### src/hdl/rx_event_status_pkg.sv
// constants and carrier types for the receive event status block
package rx_event_status_pkg;
    // =====================================================
    // register map
    localparam logic [7:0] REG_RX_EVENT_STATUS = 8'h08;
    localparam logic [7:0] STATUS_RESET = 8'h00;
    // =====================================================
    // field positions within one channel nibble
    localparam int FLD_FULL = 0;
    localparam int FLD_FRAME_END = 1;
    localparam int FLD_FLOW = 2;
    localparam int FLD_COMPLETE = 3;
    localparam int NIBBLE_W = 4;
    localparam int NUM_CHAN = 2;
    localparam logic [2:0] GAP_LEN_RESET = 3'h0;
    // =====================================================
    // per-channel receiver events
    typedef struct packed {
        logic load;       // byte moved into holding register
        logic [7:0] valid; // per-bit valid mask of the loaded byte
        logic bit_tick;   // one pulse per bit time
        logic bit_valid;  // a correlated bit in this bit time
        logic data_read;  // host read of the channel data register
    } chan_evt_t;
endpackage : rx_event_status_pkg

### src/hdl/rx_event_status_flags.sv
// receive event status flags with read-clear and masked interrupt request
`timescale 1ns/10ps
// =====================================================
// Overview of operation
// - 8-bit status at 0x08, reset 0x00; B flags bits 7:4, A bits 3:0.
// - on each load, completeness flag = 1 only if all eight bits valid.
// - completeness flags are status only, never raise an interrupt.
// - channel B frame end after programmed idle bit times once reception began.
// - frame-end flag reads 1 while pending, 0 otherwise.
// - reading the status register clears channel B frame end.
// - channel B full set on any transfer into its holding register.
// - full flag reads 1 while pending, 0 otherwise.
// - each condition interrupts only when its enable bit is 1.
// - zero length gives frame end at first invalid bit after valid.
// - channel A frame end behaves like channel B.
// - channel A full set on any transfer into its holding register.
module rx_event_status_flags
(
    input wire logic I_REF_CLK,
    input wire logic I_RESET_N,
    input wire rx_event_status_pkg::chan_evt_t I_CHAN_A,
    input wire rx_event_status_pkg::chan_evt_t I_CHAN_B,
    input wire logic [2:0] I_GAP_LEN,
    input wire logic [7:0] I_IRQ_ENABLE,
    input wire logic I_REG_RD,
    input wire logic [7:0] I_REG_ADDR,
    output logic [7:0] O_STATUS,
    output logic O_FRAME_END_A,
    output logic O_FRAME_END_B,
    output logic O_IRQ
);
    import rx_event_status_pkg::*;

    // =====================================================
    // shared decode
    logic status_rd;
    logic [7:0] status;
    logic [NIBBLE_W-1:0] nibble [NUM_CHAN];
    logic [NUM_CHAN-1:0] frame_end;
    chan_evt_t chan [NUM_CHAN];

    assign chan[0] = I_CHAN_A;
    assign chan[1] = I_CHAN_B;

    // only the status address clears; data register reads never clear the flags
    assign status_rd = I_REG_RD && (I_REG_ADDR == REG_RX_EVENT_STATUS);

    // =====================================================
    // per-channel state: frame tracking, holding occupancy, status nibble
    genvar c;
    generate
        for (c = 0; c < NUM_CHAN; c++)
        begin : g_chan
            localparam int B = c * NIBBLE_W;
            logic in_frame;
            logic next_in_frame;
            logic [2:0] gap_cnt;
            logic [2:0] next_gap_cnt;
            logic gap_done;
            logic holding_full;
            logic next_holding_full;
            logic overflow;
            logic underflow;
            logic [NIBBLE_W-1:0] flags;
            logic [NIBBLE_W-1:0] next_flags;

            // a gap of length N ends at the (N+1)th idle bit; N=0 fires on the first
            assign gap_done = (gap_cnt == I_GAP_LEN);
            assign frame_end[c] = in_frame && chan[c].bit_tick && !chan[c].bit_valid
                && gap_done;

            // =====================================================
            // frame tracking
            always_comb
            begin
                next_in_frame = in_frame;
                next_gap_cnt = gap_cnt;
                if (chan[c].bit_tick && chan[c].bit_valid)
                begin
                    next_in_frame = 1'b1;
                    next_gap_cnt = 3'h0;
                end
                else if (frame_end[c])
                begin
                    next_in_frame = 1'b0;
                    next_gap_cnt = 3'h0;
                end
                else if (in_frame && chan[c].bit_tick)
                begin
                    // cannot wrap: frame end fires at the latest when the count meets 7
                    next_gap_cnt = gap_cnt + 3'h1;
                end
            end

            always_ff @(posedge I_REF_CLK or negedge I_RESET_N)
            begin
                if (!I_RESET_N)
                begin
                    in_frame <= 1'b0;
                    gap_cnt <= GAP_LEN_RESET;
                end
                else
                begin
                    in_frame <= next_in_frame;
                    gap_cnt <= next_gap_cnt;
                end
            end

            // =====================================================
            // holding register occupancy: load fills, host data read empties
            // a load and a data read together count as a refill, not an overflow
            assign overflow = chan[c].load && holding_full && !chan[c].data_read;
            assign underflow = chan[c].data_read && !holding_full;

            always_comb
            begin
                next_holding_full = holding_full;
                if (chan[c].data_read)
                begin
                    next_holding_full = 1'b0;
                end
                if (chan[c].load)
                begin
                    next_holding_full = 1'b1;
                end
            end

            always_ff @(posedge I_REF_CLK or negedge I_RESET_N)
            begin
                if (!I_RESET_N)
                begin
                    holding_full <= 1'b0;
                end
                else
                begin
                    holding_full <= next_holding_full;
                end
            end

            // =====================================================
            // status nibble: read-clear of pending flags, sets win in the same cycle
            always_comb
            begin
                next_flags = flags;
                if (status_rd)
                begin
                    // completeness is plain status and survives the read
                    next_flags[FLD_FULL] = 1'b0;
                    next_flags[FLD_FRAME_END] = 1'b0;
                    next_flags[FLD_FLOW] = 1'b0;
                end
                if (chan[c].load)
                begin
                    next_flags[FLD_COMPLETE] = &chan[c].valid;
                    next_flags[FLD_FULL] = 1'b1;
                end
                if (overflow || underflow)
                begin
                    next_flags[FLD_FLOW] = 1'b1;
                end
                if (frame_end[c])
                begin
                    next_flags[FLD_FRAME_END] = 1'b1;
                end
            end

            always_ff @(posedge I_REF_CLK or negedge I_RESET_N)
            begin
                if (!I_RESET_N)
                begin
                    flags <= STATUS_RESET[B +: NIBBLE_W];
                end
                else
                begin
                    flags <= next_flags;
                end
            end

            assign nibble[c] = flags;
        end
    endgenerate

    // =====================================================
    // outputs
    assign status = {nibble[1], nibble[0]};

    logic [7:0] irq_cond;
    genvar k;
    generate
        for (k = 0; k < 8; k++)
        begin : g_irq
            if ((k % NIBBLE_W) == FLD_COMPLETE)
            begin : g_status_only
                // completeness bits never request service
                assign irq_cond[k] = 1'b0;
            end
            else
            begin : g_can_interrupt
                // a disabled condition stays visible in status only
                assign irq_cond[k] = status[k] && I_IRQ_ENABLE[k];
            end
        end
    endgenerate

    assign O_STATUS = status;
    assign O_FRAME_END_A = frame_end[0];
    assign O_FRAME_END_B = frame_end[1];

    // level request: drops as soon as the read-clear empties every enabled flag
    assign O_IRQ = |irq_cond;
endmodule : rx_event_status_flags

### config.mk
export PLATFORM = sky130hd
export DESIGN_NAME = rx_event_status_flags
export DESIGN_NICKNAME = d
export VERILOG_FILES = /design/src/hdl/rx_event_status_pkg.sv /design/src/hdl/rx_event_status_flags.sv
export SDC_FILE = /design/constraint.sdc
export NUM_CORES = 1
export LEC_CHECK = 0
export BUFFER_PORTS_ARGS = -buffer_cell sky130_fd_sc_hd__buf_2
export CAP_MARGIN = 10
export CORE_ASPECT_RATIO = 1.75
export CORE_MARGIN = 1.5
export CORE_UTILIZATION = 39
export CTS_CLUSTER_SIZE = 28
export DETAILED_ROUTE_END_ITERATION = 10
export PLACE_DENSITY = 0.81
export SLEW_MARGIN = 20
export SYNTH_ARGS = -nofsm -noshare
export SYNTH_HDL_FRONTEND = slang
export SYNTH_SLANG_ARGS = --single-unit
### constraint.sdc
create_clock -name I_REF_CLK -period 1.4 [get_ports I_REF_CLK]
set_clock_uncertainty 0.15 [all_clocks]
set_input_delay 0.21 -clock I_REF_CLK [delete_from_list [all_inputs] [get_ports I_REF_CLK]]
set_output_delay 0.21 -clock I_REF_CLK [all_outputs]
set_load 0.005 [all_outputs]
==> reports/results.tsv, run 1 <==
metric	value	unit
core area	0.00246	mm^2
Worst Setup EP	O_FRAME_END_A	
via count	1022	
GP Congestion	0.787	
R2R Setup Slk	-0.18	ns
CTS tree	built	
Max IR drop VDD	726	uV
mux contribution to synthesized area	2.26	%
Setup crit end kind	primary output	
largest net degree at the start of global routing	19	
outcome	finished, violations left	
Detailed Place HPWL	2.01	mm
HP Start	I_CHAN_B[11]	
failing checks	setup timing	
diode count	0	
Power, Total	0.00201	W
die height	69.9	um
Synth Area in Simple Gates	22.4	%
NumNets Final	216	
critical path depth	3	
Period minus WS final	1.67	ns
area of the multi-input gates	586	um^2
Sw Pwr	0.000668	W
CTS Buffer Depth	2	
P_int	0.00134	W
GRT Util Overall	20.9	%
Synth area leader	dfrtp_1	
Logic pwr share	41.6	%
# clock sinks	18	
final setup fails	6	
initial antenna violation count	0	
max-slew violations	0	
Synthesized Nets	140	
switch share	33.3	%
crit path DAT	1.31	ns
Max Used Layer	met4	
slew of the pin with the lowest slew margin	0.406	ns
# IOs	57	
Met2 Wirelength	1.51	mm
largest family of logic cells by synthesized area	simple AND/OR/NAND/NOR gates	
placed cells	179	
Final Core Density	63.4	%
CP cell instances	xor2_2, nor4_4, buf_2	
area share of fa/ha/maj cells after synthesis	2.51	%
sequential share of power	36.7	%
fillers	189	
Syn Area/Cell	10.9	um^2
Largest stage delay, worst path	0.41	ns
PwrDens	1290	mW/mm^2
Slew headroom	72.9	%
Fmax	600	MHz
initial DRC count	15	
Detail Route Antenna Nets	0	
worst path bufs/invs	1	
smallest setup slack after layout	-0.267	ns
first-pass GRT wire length	4.18	mm
Hold Path Class	in -> reg	
met1 WL	924	um
most frequent cell after synthesis	dfrtp_1	
fraction of layout cells with a size suffix above 1	56.3	%
Worst-Skew Late Latency	0.26	ns
H-tree depth	1	
row count	24	
clock network power share	21.8	%
Syn-to-layout area delta	56.3	%
hold path depth	2	
Distinct cells, synth	30	
Worst EP required	1.04	ns
FF-to-FF End	g_chan[0].gap_cnt[2]	
R2R cell count	7	
final number of hold-violating endpoints	0	
top post-synthesis cells by area	dfrtp_1, nor4_4, nand2_1, xnor2_1, xor2_1	
Mapped Cells	92	
RSZ-0062 raised after global routing	true	
ys flop type	dfrtp_1	
slowest cell on the critical path	dfrtp_1	
port buffer count	54	
Synth Cell Area	998	um^2
top cell types by occurrence after synthesis	dfrtp_1, nand2_1, inv_1, nor2_1	
vias in the first global route	1049	
post-synthesis sequential area ratio	45.1	%
average via count per standard cell	5.30	
die width	41.3	um
total gr overflow	0	
Static Leak	0.793	nW
Ys Warns	0	
FF-to-FF Start	g_chan[0].gap_cnt[0]	
drt total wl	2.81	mm
Detail Route met3 WL	251	um
CTS root buffer	clkbuf_8	
kind of critical path	reg -> out	
drt drc	0	
Synth Area in Compound Gates	18.0	%
element type at the critical path start	register	
Reg area	450	um^2
Setup crit start	g_chan[0].gap_cnt[1]	
total CTS buffers	3	
fin cells	193	
Clock transition at path regs	0.07	ns
flops & latches, synth	18	
drt wl/cell	14.6	um
ys async rst share	100	%
Initial Utilization	40.5	%
DR pass1 iterations	4	
Post-Synth XOR/XNOR Area	7.02	%
Die ar.	0.00288	mm^2
Top delay family on crit path	flip-flops	
Post-synth EDFFs	0	
Synth top area share	45.1	%
CP Max Fanout	2	
Final Cycle Share	119	%
max cap viols	0	
area by class of cell:
class                      count  area share (%)
inverter                       7            1.68
clock buffer                   4            3.53
timing repair buffer          71            26.3
tap                           26            2.08
multi-input combinational     67            37.5
sequential                    18            28.9
state kept, by name, indices dropped and copies added, names as in the netlist:
name	count
g_chan.flags	8
g_chan.gap_cnt	6
g_chan.holding_full	2
g_chan.in_frame	2
per-stage QoR:
step	setup TNS (ns)	area (um^2)	hold slack, ns	setup slack, ns
finish	-0.903	1560	0.0274	-0.267
global route	-1.30	1560	0.0318	-0.327
CTS	-0.704	1520	0.0381	-0.234
detailed placement	-0.300	1350	0.0165	-0.0878
global placement	-0.0235	1350	0.00674	-0.00876
floorplan	0	998	-0.236	0.0384
cells by family (layout without fill, tap and decap cells):
group                      after synthesis  in the layout
and+or+nand+nor                         31             31
AOI/OAI and AO/OA                       24             24
muxes                                    2              2
xor gates and xnor gates                 8              8
buffers and inverters                    7             82
DFF                                     18             18
adders and majority gates                2              2
cells in the final DEF, fill, tap and decap left out, types with 3 or more instances in the layout:
cell type and instances:
buf_2 54, clkbuf_8 4, dfrtp_1 18, nand3_1 4, nand2_1 9, buf_4 13, xnor2_1 4, nor2_1 5
a21o_1 3, inv_1 7, nand4_1 4
repair_timing:
| item | 4_1_cts | 5_1_grt |
|---|---|---|
| endpoints found under the hold margin | 19 | 0 |
| setup endpoints to repair | 13 | 11 |
| gates resized for setup | 8 | 8 |
| pin swaps | 10 | 2 |
| buffers inserted | 6 | 3 |
| hold buffers | 2 | 0 |
routing by layer:
layer,GRT usage (%),up-vias
met5,0,-
li1,-,487
met2,37.2,54
met1,18.5,469
met3,4.76,12
met4,12.9,0
how the worst min path moves through the flow:
| stage | slack [ns] | endpoint |
|---|---|---|
| after global placement | 0.007 | g_chan[0].flags[2] |
| after floorplan | -0.24 | g_chan[0].flags[0] |
| after global routing | 0.03 | g_chan[1].flags[0] |
| final | 0.03 | g_chan[1].flags[0] |
| after CTS | 0.04 | g_chan[1].flags[0] |
| after detailed placement | 0.02 | g_chan[0].flags[3] |
power by group through the flow:
stage / logic (W) / clock network, W / registers, W
after floorplan: 0.000344 / 0 / 0.000735
after global placement: 0.000575 / 0 / 0.000738
after detailed placement: 0.000616 / 0 / 0.000743
after CTS: 0.000768 / 0.000437 / 0.000726
after global routing: 0.000917 / 0.000460 / 0.000748
final: 0.000834 / 0.000437 / 0.000736
Power figures use the tool's default switching activity.
==> run 2, diff against run 1 <==
--- a/config.mk
+++ b/config.mk
@@ -15,2 +15,3 @@
 export PLACE_DENSITY = 0.81
+export REMOVE_ABC_BUFFERS = 1
 export SLEW_MARGIN = 20
==> constraint.sdc (replaced) <==
create_clock -name I_REF_CLK -period 1.4 [get_ports I_REF_CLK]
set_clock_uncertainty 0.15 [all_clocks]
set_input_delay 0.35 -clock I_REF_CLK [delete_from_list [all_inputs] [get_ports I_REF_CLK]]
set_output_delay 0.35 -clock I_REF_CLK [all_outputs]
set_load 0.005 [all_outputs]
==> run 2 against run 1 <==
Against the previous run: the flow still finishes with violations (setup timing); clock-buffer cell count shrank 1; global-route usage grew 0.68 points; sequential share of layout area shrank 1.2 points; die area is the same; first-iteration DRC count grew 140%; clock power shrank 20%; power shrank 2.2%; sequential power shrank 2%; worst hold slack gained 0.13 ns; register-to-register slack gained 0.09 ns; largest power group unchanged.
==> reports/results.tsv, run 2 (synthesis gave the netlist of run 1 again) <==
metric	value	unit
outcome	finished, violations left	
failing checks	setup timing	
commonest non-fill, non-tap cells in the layout	buf_2, buf_4, dfrtp_1, nand2_1, inv_1	
Final Cycle Share	134	%
average via count per standard cell	5.25	
element type at the critical path start	register	
worst path bufs/invs	1	
largest net degree at the start of global routing	19	
fraction of layout cells with a size suffix above 1	59.5	%
# clock sinks	18	
fillers	169	
Max IR drop VDD	578	uV
R2R Setup Slk	-0.09	ns
total gr overflow	0	
Worst-Skew Late Latency	0.25	ns
drt total wl	2.87	mm
CP cell instances	xnor2_1, nand2_1, nor4_4, buf_2	
vias in the first global route	1137	
total CTS buffers	3	
via count	1045	
diode count	0	
CTS root buffer	clkbuf_8	
Detail Route Antenna Nets	0	
Detailed Place HPWL	2.12	mm
port buffer count	54	
PwrDens	1210	mW/mm^2
Worst EP required	0.90	ns
Fmax	533	MHz
first-pass GRT wire length	4.32	mm
# IOs	57	
slowest cell on the critical path	dfrtp_1	
Die ar.	0.00288	mm^2
H-tree depth	1	
DR pass1 iterations	4	
Slew headroom	73.2	%
GRT Util Overall	21.6	%
Period minus WS final	1.87	ns
initial DRC count	36	
Initial Utilization	40.5	%
Largest stage delay, worst path	0.39	ns
top flop regs	g_chan.flags x8, g_chan.gap_cnt x6	
crit path DAT	1.37	ns
max-slew violations	0	
Syn-to-layout area delta	62.8	%
GP Congestion	0.865	
initial antenna violation count	0	
FF-to-FF End	g_chan[0].gap_cnt[0]	
Final Core Density	66.0	%
CTS Buffer Depth	2	
HP Start	I_CHAN_B[0]	
hold path depth	2	
max FFs per register	8	
die height	69.9	um
core area	0.00246	mm^2
final setup fails	10	
Largest Register	g_chan.flags	
die width	41.3	um
Finished Cell Area	0.00163	mm^2
CP Max Fanout	2	
Static Leak	0.828	nW
Worst Hold Endpoint	g_chan[1].holding_full	
Clock transition at path regs	0.06	ns
RSZ-0062 raised after global routing	true	
most common cell after layout, fill and taps aside	buf_2	
slew of the pin with the lowest slew margin	0.402	ns
Top delay family on crit path	simple AND/OR/NAND/NOR gates	
final number of hold-violating endpoints	0	
R2R cell count	5	
WHS	0.157	ns
Setup crit end kind	primary output	
drt drc	0	
FF-to-FF Start	g_chan[0].gap_cnt[2]	
NumNets Final	223	
Hold Path Class	in -> reg	
Area after DPL	0.00143	mm^2
post-place setup slack	-0.271	ns
row count	24	
kind of critical path	reg -> out	
max cap viols	0	
CTS tree	built	
smallest setup slack after layout	-0.475	ns
drt wl/cell	14.4	um
-- run 2: cell count changes in the layout (fill, tap and decap cells not counted), sizes merged --
cell         delta
buf             +8
clkbuf          -1
dlygate4sd3     -1
-- run 2: stage by stage --
step | TNS [ns] | total power, W | cells
finish | -1.40 | 0.00196 | 199
global route | -2.52 | 0.00208 | 199
CTS | -1.44 | 0.00190 | 197
detailed placement | -2.26 | 0.00144 | 189
global placement | -1.84 | 0.00140 | 189
floorplan | -0.111 | 0.00108 | 92
-- run 2: worst max-delay path by stage --
stage	start	end	slack [ns]	cells after the start
2_1_floorplan	g_chan[1].gap_cnt[1]	O_FRAME_END_B	-0.07	3
3_3_place_gp	I_GAP_LEN[1]	O_FRAME_END_B	-0.26	5
3_5_place_dp	I_GAP_LEN[2]	O_FRAME_END_A	-0.27	5
4_1_cts	g_chan[0].gap_cnt[0]	O_FRAME_END_A	-0.47	4
5_1_grt	g_chan[0].gap_cnt[2]	O_FRAME_END_A	-0.58	4
6_report	g_chan[0].gap_cnt[2]	O_FRAME_END_A	-0.47	4
-- run 2: report_power, final --
group / internal, W / switching, W / total, W
logic: 0.000496 / 0.000396 / 0.000892
clock network: 0.000191 / 0.000160 / 0.000351
registers: 0.000633 / 0.0000871 / 0.000720
total: 0.00132 / 0.000643 / 0.00196
-- run 2: final cells by class --
| class | instances | area [um^2] | share of cell area (%) |
|---|---|---|---|
| multi-input cells | 67 | 594 | 36.6 |
| repair buffers | 78 | 480 | 29.6 |
| clock buffers | 3 | 41.3 | 2.54 |
| well taps | 26 | 32.5 | 2.00 |
| inverters | 7 | 26.3 | 1.62 |
| flip-flops and latches | 18 | 450 | 27.7 |
-- run 2: repair_timing --
action	in CTS	in global routing
gates resized for setup	11	10
gates cloned	0	0
endpoints found under the setup margin	12	15
hold buffers	1	0
buffers inserted	5	5
hold endpoints to repair	18	0
pin swaps	9	7
-- run 2: per-layer routing --
metal	vias to the layer above	global-route usage (%)	routed length (um)
met5	-	0	0
met4	0	9.68	40
met3	4	2.54	243
met2	48	41.3	1670
met1	491	19.2	914
li1	502	-	-
==> run 3, diff against run 2 <==
Settings changed: CORE_ASPECT_RATIO 1.75 to 1.2, RECOVER_POWER set to 25.
==> run 3 against run 2 <==
Against the previous run: the run still ends with setup timing left; setup slack improved by 0.0064 ns; fmax increased by 0.34%; register-to-register slack got worse by 0.21 ns; sequential share of layout area decreased by 1.9 points; critical endpoint is now O_FRAME_END_B; routed wire length increased by 12%; clock power decreased by 11%; utilization increased by 8.4 points; combinational power increased by 19%; power increased by 7.6%; critical path depth unchanged; die area decreased by 0.38%.
==> reports/results.tsv, run 3 (synthesis gave the netlist of run 1 again) <==
metric	value	unit
Detail Route Antenna Nets	0	
max-slew violations	0	
die width	49.2	um
total gr overflow	0	
Clock transition at path regs	0.10	ns
initial DRC count	14	
first-pass GRT wire length	4.61	mm
CTS root buffer	clkbuf_4	
GRT met1 Usage	22.0	%
# IOs	57	
CP Max Fanout	2	
Hold Path Class	in -> reg	
PwrDens	1210	mW/mm^2
NumNets Final	227	
smallest setup slack after layout	-0.468	ns
DR pass1 iterations	4	
largest net degree at the start of global routing	19	
Worst EP required	0.90	ns
GRT Util Overall	21.0	%
Detailed Place HPWL	1.95	mm
Largest Register	g_chan.flags	
failing checks	setup timing	
FF-to-FF Start	g_chan[0].gap_cnt[0]	
most common cell after layout, fill and taps aside	buf_2	
average via count per standard cell	5.08	
CTS Buffer Depth	2	
die height	58.4	um
slew of the pin with the lowest slew margin	0.441	ns
fraction of layout cells with a size suffix above 1	64.6	%
Static Leak	0.884	nW
max FFs per register	8	
Final Cycle Share	133	%
initial antenna violation count	0	
final number of hold-violating endpoints	0	
top flop regs	g_chan.flags x8, g_chan.gap_cnt x6	
Setup crit start	g_chan[1].gap_cnt[1]	
Max IR drop VDD	851	uV
vias in the first global route	1034	
Fmax	535	MHz
total CTS buffers	3	
# clock sinks	18	
met3 track demand over resource	3.05	%
routing usage on met2	42.3	%
Initial Utilization	42.4	%
Period minus WS final	1.87	ns
HP Start	I_CHAN_B[0]	
Syn-to-layout area delta	75.4	%
slowest cell on the critical path	dfrtp_1	
WHS	0.135	ns
max cap viols	0	
fillers	155	
port buffer count	54	
Largest stage delay, worst path	0.41	ns
kind of critical path	reg -> out	
via count	1061	
CTS tree	built	
crit path DAT	1.37	ns
element type at the critical path start	register	
commonest non-fill, non-tap cells in the layout	buf_2, dfrtp_1, buf_4, buf_6, nand2_1	
drt total wl	3.21	mm
Slew headroom	70.6	%
H-tree depth	1	
diode count	0	
final setup fails	17	
CP cell instances	xnor2_1, nand2_1, nor4_4, buf_2	
Setup crit end kind	primary output	
outcome	finished, violations left	
drt drc	0	
core area	0.00235	mm^2
Die ar.	0.00287	mm^2
row count	19	
Power, Total	0.00211	W
busiest layer in global routing	met2	
Worst-Skew Late Latency	0.29	ns
drt wl/cell	15.3	um
GP Congestion	0.822	
RSZ-0062 raised after global routing	true	
run 3: critical path: cells and delay by family, from the launching register on:
family | cells | cell delay, ns
simple gates | 2 | 0.38
buf+inv | 1 | 0.15
xor+xnor | 1 | 0.13
flops | 1 | 0.41
run 3: per-layer routing:
layer | wire, um | share of wire [%]
met1 | 1170 | 37
met2 | 1790 | 56
met3 | 192 | 6.0
met4 | 52 | 1.6
met5 | 0 | 0
run 3: layout make-up:
class / count / area [um^2] / area share [%]
Clock buffer: 4 / 36.3 / 2.07
Inverter: 7 / 26.3 / 1.50
Multi-Input combinational cell: 67 / 641 / 36.6
Sequential cell: 18 / 452 / 25.8
Tap cell: 31 / 38.8 / 2.21
Timing Repair Buffer: 82 / 558 / 31.9
run 3: path summary, 6_finish.rpt:
check / end / slack (ns) / depth (start not counted)
setup / recovery: O_FRAME_END_B / -0.47 / 4
setup reg to reg: g_chan[0].gap_cnt[2] / -0.30 / 8
max in group asynchronous: g_chan[0].in_frame / 0.39 / 2
hold reg to reg: g_chan[0].flags[2] / 0.34 / 1
min in group asynchronous: g_chan[0].in_frame / 0.38 / 2
hold / removal: g_chan[1].holding_full / 0.14 / 2
run 3: per-stage QoR:
step / instances / setup TNS [ns] / area [um^2] / util [%] / setup WS (ns)
after floorplan: 92 / -0.111 / 998 / - / -0.0722
after global placement: 192 / -1.61 / 1420 / 60.3 / -0.255
after detailed placement: 192 / -2.03 / 1420 / 60.3 / -0.280
after CTS: 205 / -1.64 / 1640 / 69.6 / -0.502
after global routing: 209 / -3.05 / 1750 / 74.4 / -0.552
final: 209 / -2.20 / 1750 / 74.4 / -0.468
run 3: what timing repair did:
| action | in CTS | in global routing |
|---|---|---|
| endpoints found under the hold margin | 18 | 0 |
| pin swaps | 12 | 9 |
| resized for setup | 21 | 21 |
| buffers inserted | 9 | 8 |
| endpoints found under the setup margin | 13 | 19 |
| hold buffers | 1 | 0 |
run 3: power breakdown:
part	switching [W]	internal [W]	total [W]
combinational	0.000450	0.000613	0.00106
sequential	0.000105	0.000633	0.000738
clock	0.000153	0.000158	0.000312
total	0.000709	0.00140	0.00211
